--- src/hw/smbreg_pkg.sv ---
package smbreg_pkg;

  // ****************************************
  // register indices, byte address is index * 4
  // ****************************************
  localparam logic [2:0] IDX_STATUS = 3'h1;
  localparam logic [2:0] IDX_MASK = 3'h2;
  localparam logic [2:0] IDX_DATA = 3'h3;
  localparam logic [2:0] IDX_PRIM = 3'h4;
  localparam logic [2:0] IDX_SEC = 3'h5;
  localparam logic [2:0] IDX_OVR = 3'h6;

  // ****************************************
  // field positions of the line override register
  // ****************************************
  localparam int OVR_CLK_LVL = 7;
  localparam int OVR_DATA_LVL = 6;
  localparam int OVR_QUIET = 5;
  localparam int OVR_CLK_PULL = 4;
  localparam int OVR_DATA_PULL = 3;
  localparam int OVR_ABORT = 2;
  localparam int OVR_BUSY = 1;
  localparam int OVR_DETECT = 0;

  // ****************************************
  // field positions shared by status flags and mask
  // ****************************************
  localparam int FLG_CLK_HELD = 6;
  localparam int FLG_TIMEOUT = 5;
  localparam int FLG_MST_DONE = 4;
  localparam int FLG_ACK = 3;
  localparam int FLG_STOP = 2;
  localparam int FLG_REP_START = 1;
  localparam int FLG_START = 0;

  // ****************************************
  // reset values
  // ****************************************
  localparam logic [6:0] MASK_RST = 7'h00;
  localparam logic [6:0] FLAGS_RST = 7'h04;
  localparam logic [7:0] DATA_RST = 8'h00;
  localparam logic [7:0] ADDR_RST = 8'h00;
  localparam logic FORCE_RST = 1'b0;

  // ****************************************
  // timing
  // ****************************************
  localparam int CLK_PERIOD_NS = 20;
  localparam int BUS_QUIET_NS = 50000;
  localparam int BUS_QUIET_CYC = (BUS_QUIET_NS + CLK_PERIOD_NS - 1) / CLK_PERIOD_NS;

  // ****************************************
  // carriers
  // ****************************************
  // event pulses from the bus engine, ordered as the flag bits D6..D0
  typedef struct packed {
    logic clk_held;
    logic timeout;
    logic master_done;
    logic ack;
    logic stop;
    logic rep_start;
    logic start;
  } smbreg_evt_s;

  typedef struct packed {
    logic ack;
    logic [31:0] rdata;
    logic [6:0] mask;
    logic [6:0] flags;
    logic [7:0] data;
    logic [7:0] prim;
    logic [7:0] sec;
    logic clk_pull;
    logic data_pull;
    logic abort;
    logic irq;
    logic clk_oe_n;
    logic data_oe_n;
    logic match_one;
    logic match_two;
  } smbreg_state_s;

endpackage

--- src/hw/smbreg_sync.sv ---
`timescale 1ns/10ps
`default_nettype none

// ****************************************
// two flop synchroniser for pin levels
// ****************************************
module smbreg_sync #(
  parameter int W = 1
) (
  input wire logic clk_i,
  input wire logic rst_i,
  input wire logic [W-1:0] d_i,
  output logic [W-1:0] q_o
);

  typedef struct packed {
    logic [W-1:0] meta;
    logic [W-1:0] stable;
  } smbreg_sync_s;

  smbreg_sync_s st;
  smbreg_sync_s next_st;

  always_comb begin
    next_st.meta = d_i;
    next_st.stable = st.meta;
  end

  always_ff @(posedge clk_i) begin
    if (rst_i) begin
      st <= '0;
    end else begin
      st <= next_st;
    end
  end

  assign q_o = st.stable;

endmodule

`default_nettype wire

--- src/hw/smbreg_idle.sv ---
`timescale 1ns/10ps
`default_nettype none

// ****************************************
// bus quiet detector: both lines high for CYC cycles
// ****************************************
module smbreg_idle #(
  parameter int CYC = smbreg_pkg::BUS_QUIET_CYC
) (
  input wire logic clk_i,
  input wire logic rst_i,
  input wire logic clk_line_i,
  input wire logic data_line_i,
  output logic quiet_o
);
  import smbreg_pkg::*;

  localparam int CW = $clog2(CYC + 1);
  localparam logic [CW-1:0] CNT_MAX = CW'(CYC);

  typedef struct packed {
    logic [CW-1:0] cnt;
    logic quiet;
  } smbreg_idle_s;

  smbreg_idle_s st;
  smbreg_idle_s next_st;

  always_comb begin
    next_st = st;
    // any low level restarts the wait, the count saturates
    if (!(clk_line_i && data_line_i)) begin
      next_st.cnt = '0;
    end else if (st.cnt != CNT_MAX) begin
      next_st.cnt = st.cnt + CW'(1);
    end
    next_st.quiet = (next_st.cnt == CNT_MAX);
  end

  always_ff @(posedge clk_i) begin
    if (rst_i) begin
      st <= '0;
    end else begin
      st <= next_st;
    end
  end

  assign quiet_o = st.quiet;

endmodule

`default_nettype wire

--- src/hw/smbreg_top.sv ---
`timescale 1ns/10ps
`default_nettype none

module smbreg_top #(
  parameter int ADR_W = 8,
  parameter int QUIET_CYC = smbreg_pkg::BUS_QUIET_CYC
) (
  input wire logic clk_i,
  input wire logic rst_i,
  // wishbone classic slave
  input wire logic cyc_i,
  input wire logic stb_i,
  input wire logic we_i,
  input wire logic [ADR_W-1:0] adr_i,
  input wire logic [3:0] sel_i,
  input wire logic [31:0] dat_i,
  output logic [31:0] dat_o,
  output logic ack_o,
  // bus engine side, same clock
  input wire smbreg_pkg::smbreg_evt_s evt_i,
  input wire logic master_mode_i,
  input wire logic master_busy_i,
  input wire logic rx_load_i,
  input wire logic [7:0] rx_byte_i,
  input wire logic addr_valid_i,
  input wire logic [7:0] rx_addr_i,
  input wire logic eng_clk_low_i,
  input wire logic eng_data_low_i,
  output logic [7:0] smb_data_buffer_o,
  output logic bus_engine_abort_o,
  output logic addr_match_one_o,
  output logic addr_match_two_o,
  output logic bus_irq_line_o,
  // pins
  input wire logic clk_line_i,
  input wire logic data_line_i,
  input wire logic detect_i,
  output logic clk_line_o,
  output logic clk_line_oe_n_o,
  output logic data_line_o,
  output logic data_line_oe_n_o
);
  import smbreg_pkg::*;

  // ****************************************
  // pin synchronisers and quiet detector
  // ****************************************
  logic [2:0] pins_sync;
  logic clk_line_level;
  logic data_line_level;
  logic detect_level;
  logic bus_quiet;

  smbreg_sync #(
    .W(3)
  ) u_sync (
    .clk_i(clk_i),
    .rst_i(rst_i),
    .d_i({clk_line_i, data_line_i, detect_i}),
    .q_o(pins_sync)
  );

  assign clk_line_level = pins_sync[2];
  assign data_line_level = pins_sync[1];
  assign detect_level = pins_sync[0];

  smbreg_idle #(
    .CYC(QUIET_CYC)
  ) u_idle (
    .clk_i(clk_i),
    .rst_i(rst_i),
    .clk_line_i(clk_line_level),
    .data_line_i(data_line_level),
    .quiet_o(bus_quiet)
  );

  // ****************************************
  // state
  // ****************************************
  smbreg_state_s st;
  smbreg_state_s next_st;

  logic hit;
  logic done;
  logic mapped;
  logic [2:0] idx;
  logic wr_lane;
  logic [7:0] rd_byte;
  logic [6:0] gate;

  always_comb begin
    next_st = st;
    hit = cyc_i && stb_i;
    // access completes on the edge where ack is seen high
    done = hit && st.ack;
    idx = adr_i[4:2];
    mapped = (adr_i[1:0] == 2'h0) && (adr_i[ADR_W-1:5] == '0);
    wr_lane = done && we_i && sel_i[0] && mapped;
    rd_byte = 8'h00;
    gate = 7'h00;

    // ****************************************
    // wishbone answer, one wait state
    // ****************************************
    next_st.ack = hit && !st.ack;
    next_st.abort = 1'b0;

    if (mapped) begin
      unique case (idx)
        IDX_STATUS: begin
          rd_byte = {1'b0, st.flags};
        end
        IDX_MASK: begin
          rd_byte = {1'b0, st.mask};
        end
        IDX_DATA: begin
          rd_byte = st.data;
        end
        IDX_OVR: begin
          rd_byte[OVR_CLK_LVL] = clk_line_level;
          rd_byte[OVR_DATA_LVL] = data_line_level;
          rd_byte[OVR_QUIET] = bus_quiet;
          rd_byte[OVR_CLK_PULL] = st.clk_pull;
          rd_byte[OVR_DATA_PULL] = st.data_pull;
          rd_byte[OVR_BUSY] = master_busy_i;
          rd_byte[OVR_DETECT] = detect_level;
        end
        default: begin
          // address latches are write-only and read as zero
          rd_byte = 8'h00;
        end
      endcase
    end
    next_st.rdata = {24'h000000, rd_byte};

    // ****************************************
    // status flags
    // ****************************************
    // the first four clear on any access of the data buffer
    if (done && mapped && idx == IDX_DATA) begin
      next_st.flags[FLG_CLK_HELD] = 1'b0;
      next_st.flags[FLG_TIMEOUT] = 1'b0;
      next_st.flags[FLG_MST_DONE] = 1'b0;
      next_st.flags[FLG_ACK] = 1'b0;
    end
    if (wr_lane && idx == IDX_STATUS) begin
      next_st.flags[2:0] = st.flags[2:0] & ~dat_i[2:0];
    end
    // set wins over a clear in the same cycle
    next_st.flags = next_st.flags | evt_i;

    // ****************************************
    // register writes
    // ****************************************
    if (wr_lane) begin
      unique case (idx)
        IDX_MASK: begin
          next_st.mask = dat_i[6:0];
        end
        IDX_DATA: begin
          next_st.data = dat_i[7:0];
        end
        IDX_PRIM: begin
          next_st.prim = dat_i[7:0];
        end
        IDX_SEC: begin
          next_st.sec = dat_i[7:0];
        end
        IDX_OVR: begin
          next_st.clk_pull = dat_i[OVR_CLK_PULL];
          next_st.data_pull = dat_i[OVR_DATA_PULL];
          next_st.abort = dat_i[OVR_ABORT];
        end
        default: begin
          next_st.abort = 1'b0;
        end
      endcase
    end
    // a received byte overrides a software write in the same cycle
    if (rx_load_i) begin
      next_st.data = rx_byte_i;
    end

    // ****************************************
    // interrupt gating
    // ****************************************
    gate[FLG_CLK_HELD] = st.mask[FLG_CLK_HELD];
    gate[FLG_TIMEOUT] = st.mask[FLG_TIMEOUT];
    gate[FLG_MST_DONE] = st.mask[FLG_MST_DONE] && master_mode_i;
    gate[FLG_ACK] = st.mask[FLG_ACK];
    gate[FLG_STOP] = st.mask[FLG_STOP] && !master_mode_i;
    gate[FLG_REP_START] = st.mask[FLG_REP_START] && !master_mode_i;
    gate[FLG_START] = st.mask[FLG_START] && !master_mode_i;
    next_st.irq = |(next_st.flags & gate);

    // ****************************************
    // line drivers and address comparator
    // ****************************************
    // the force bits pull low whatever the engine wants
    next_st.clk_oe_n = !(next_st.clk_pull || eng_clk_low_i);
    next_st.data_oe_n = !(next_st.data_pull || eng_data_low_i);
    // bit 0 of each latch never enters the compare
    next_st.match_one = addr_valid_i && (rx_addr_i[7:1] == st.prim[7:1]);
    next_st.match_two = addr_valid_i && (rx_addr_i[7:1] == st.sec[7:1]);
  end

  always_ff @(posedge clk_i) begin
    if (rst_i) begin
      st <= '0;
      st.mask <= MASK_RST;
      st.flags <= FLAGS_RST;
      st.data <= DATA_RST;
      st.prim <= ADDR_RST;
      st.sec <= ADDR_RST;
      st.clk_pull <= FORCE_RST;
      st.data_pull <= FORCE_RST;
      st.clk_oe_n <= 1'b1;
      st.data_oe_n <= 1'b1;
    end else begin
      st <= next_st;
    end
  end

  // ****************************************
  // outputs, all from flops except the two line drive levels, which are tied low
  // ****************************************
  assign ack_o = st.ack;
  assign dat_o = st.rdata;
  assign smb_data_buffer_o = st.data;
  assign bus_engine_abort_o = st.abort;
  assign addr_match_one_o = st.match_one;
  assign addr_match_two_o = st.match_two;
  assign bus_irq_line_o = st.irq;
  assign clk_line_o = 1'b0;
  assign clk_line_oe_n_o = st.clk_oe_n;
  assign data_line_o = 1'b0;
  assign data_line_oe_n_o = st.data_oe_n;

endmodule

`default_nettype wire

--- config.mk ---
export PLATFORM = sky130hd
export DESIGN_NAME = smbreg_top
export DESIGN_NICKNAME = d
export VERILOG_FILES = /design/src/hw/smbreg_pkg.sv /design/src/hw/smbreg_sync.sv /design/src/hw/smbreg_idle.sv /design/src/hw/smbreg_top.sv
export SDC_FILE = /design/constraint.sdc
export NUM_CORES = 1
export LEC_CHECK = 0
export BUFFER_PORTS_ARGS = -buffer_cell sky130_fd_sc_hd__buf_2
export CELL_PAD_IN_SITES_DETAIL_PLACEMENT = 1
export CELL_PAD_IN_SITES_GLOBAL_PLACEMENT = 2
export CORE_MARGIN = 2
export CORE_UTILIZATION = 26
export CTS_BUF_LIST = sky130_fd_sc_hd__clkbuf_16
export DETAILED_ROUTE_END_ITERATION = 10
export GPL_TIMING_DRIVEN = 0
export PLACE_DENSITY_LB_ADDON = 0.1
export SETUP_SLACK_MARGIN = 0.02
export SLEW_MARGIN = 20
export SYNTH_ARGS = -nofsm -noshare
export SYNTH_HDL_FRONTEND = slang
export SYNTH_SLANG_ARGS = --single-unit
--- constraint.sdc ---
create_clock -name clk_i -period 2.2 [get_ports clk_i]
set_input_delay 0.22 -clock clk_i [delete_from_list [all_inputs] [get_ports clk_i]]
set_output_delay 0.22 -clock clk_i [all_outputs]
set_load 0.03 [all_outputs]
==> results_dict.tcl <==
set metrics [dict create \
    status "finished, final reports clean" \
    drtIter0Drc 119 \
    max_freq_ghz 0.4638 \
    rsz0062_at_grt "true" \
    gr-usage-met2 0.2605 \
    mostFrequentLayoutCell "buf_2" \
    drv_cap 0 \
    place_congestion 0.7653 \
    hold_buffers 0 \
    grtUsageMet1 0.1790 \
    grt_overflow 0 \
    die-area_sq_um 14690 \
    synth_area_leader_cell "dfxtp_1" \
    final.min_clock_period_ns 2.156 \
    final.fill_count 1650 \
    grt_use_met3 0.04887 \
    netlist_area_sq_um 3572 \
    tns_ns 0 \
    grt_usage 0.1498 \
    synth_edf_count 0 \
    peakVddDrop_uv 349.9 \
    grt_antenna_before_repair 0 \
    finalPower_mw 3.067 \
    ctsRootBufferMaster "clkbuf_16" \
    num_vias 3033 \
    syn_avg_cell_area_sq_um 9.066 \
    clk_path_buf_depth 2 \
    slew_violations 0 \
    multi_input_area_sq_um 1822 \
    synth_top_area_frac 0.4035 \
    io_pins 130 \
    drt_first_pass_iters 4 \
    insertedDiodeCount 0 \
    area_growth_pct 28.23 \
    cts_made_buffers 9 \
    synthCells 394 \
    ant_nets 0 \
    drt-total-wl_microns 10630 \
    worstMarginPinSlew_ns 0.6141 \
    hold_violations 0 \
    cp_max_fo 8 \
    core_sq_um 13350 \
    period_share 0.9800 \
    worstSetupPathType "reg -> reg" \
    die_w_microns 121.2 \
    detail_route.wl_per_cell_microns 15.48 \
    p_leak_nw 1.991 \
    drc 0 \
    ys_ff_latch 72 \
    grt_max_degree 11 \
    startpoint_type "flip-flop" \
    drive_gt1_frac 0.2994 \
    netlist_top_cells_area "dfxtp_1 40%, buf_4 9.0%, mux2i_1 8.7%" \
    dp_hpwl_microns 8035 \
    fp.dieH_microns 121.2 \
    htree_levels 3 \
    grt_first_pass_wirelength_microns 16480 \
    hold_slack_ns 0.09179 \
    yosys.cell_types.count 52 \
    initial_utilization 0.2676 \
    p_per_area_nw_per_um2 669.5 \
    avgViaCountPerCell 4.415 \
    cts_tree "yes" \
    clkTransAtPathRegs_ns 0.06 \
    nets 592 \
    grt_pass1_vias 3133 \
    register_area_sq_um 1443 \
    clock_skew_ns 0.004755 \
    placementRows 42 \
    fin_util 0.3432 \
    critPathCaptureType "flip-flop" \
    critPathArrivalTime_ns 2.36 \
    port-buffer-count 73 \
    finalSetupViolations 0 \
    grt-busiest-layer "met2" \
    cts_num_sinks 72 \
    synth-seq-area-share 0.4035 \
    layout.cells.most_common_list "75 x buf_2, 71 x dfxtp_1, 70 x nor2_1, 49 x buf_4, 31 x mux2i_1" \
    clk_latency_ns 0.34 \
    yosysWarnings 0 \
    synth-main-ff-cell "dfxtp_1" \
    holdCritPathClass "in -> reg" \
    relSlewSlack 0.5906 \
    async_flop_share 0 \
    crit_required_ns 2.40 \
]
## worst max-delay path, cell delays in order (launching register included)
cell and delay, ns:
dfxtp_2 0.33, or4b_4 0.51, or4_4 0.53, buf_6 0.17, mux2_4 0.30, mux2i_1 0.13
nor2_1 0.05
## flip-flops by register name, indices dropped and copies added, names as in the netlist, 3 cells and up
name,count
dat_o,8
u_sync.q_o,3
st,27
gate,3
u_idle.st,12
u_sync.next_st,3
smb_data_buffer_o,8
## per-layer routing
layer | share of wire | vias to the layer above
li1 | - | 1529
met1 | 0.44 | 1424
met2 | 0.50 | 73
met3 | 0.054 | 7
met4 | 0.0091 | 0
met5 | 0 | -
## cell type report
class                           instances  share of cell area
Buffer                                 57             0.08413
Inverter                                9            0.007375
Clock inverter                          4            0.009014
Sequential cell                        72              0.3149
Clock buffer                            9             0.04917
Timing Repair Buffer                   79             0.08959
Tap cell                              176             0.04807
Multi-Input combinational cell        281              0.3977
## where the power goes
part           internal [mW]  switching, mW  total, mW
clock network          0.846          0.534       1.38
logic                  0.137          0.202      0.339
registers               1.33         0.0184       1.35
total                   2.31          0.754       3.07
## cell usage after synthesis, drive strengths merged, types with 2 or more instances
library cell / instances
dfxtp: 72
nor2: 70
buf: 46
mux2i: 31
xnor2: 19
nand2: 17
clkbuf: 11
a21oi: 10
a22oi: 10
mux2: 10
nor2b: 10
inv: 9
nor3: 9
nand4: 7
a221oi: 6
nor4: 5
a21o: 4
nand3: 4
nand3b: 4
nor3b: 3
o21ai: 3
or3: 3
a311oi: 2
and2: 2
and3: 2
ha: 2
o211ai: 2
## metrics by stage
stage,instances,area [sq um],setup slack (ns)
floorplan,419,3667,0.04379
global placement,668,4253,-0.1001
detailed placement,668,4253,-0.1038
CTS,681,4536,0.03067
global route,687,4581,-0.06252
finish,687,4581,0.04396
## final timing paths
path         cells after the start                                 to  slack [ns]              from
max reg2reg                      6  smb_data_buffer_o[5]$_SDFFE_PP0P_        0.04  ack_o$_SDFF_PP0_
max                              6  smb_data_buffer_o[5]$_SDFFE_PP0P_        0.04  ack_o$_SDFF_PP0_
min                              2       u_sync.next_st[0]$_SDFF_PP0_        0.09          detect_i
min reg2reg                      1                   ack_o$_SDFF_PP0_        0.41  ack_o$_SDFF_PP0_
## timing repair
| item | CTS | global route |
|---|---|---|
| gates resized for setup | 3 | 0 |
| endpoints found under the setup margin | 2 | 29 |
| buffers inserted | 0 | 6 |
| pin swaps | 0 | 2 |
| hold endpoints to repair | 0 | 0 |
## logic make-up (layout without fill, tap and decap cells)
family,after synthesis,in the layout,share of synthesized area
adders and majority gates,2,2,0.007004
and+or+nand+nor,145,145,0.2003
DFF,72,72,0.4035
buffers and inverters,66,158,0.1173
AOI/OAI and AO/OA,47,47,0.09493
muxes,41,41,0.1268
xor gates and xnor gates,20,20,0.04904
other,1,26,0.001050
Note: power is estimated with default switching activity, not from simulation.
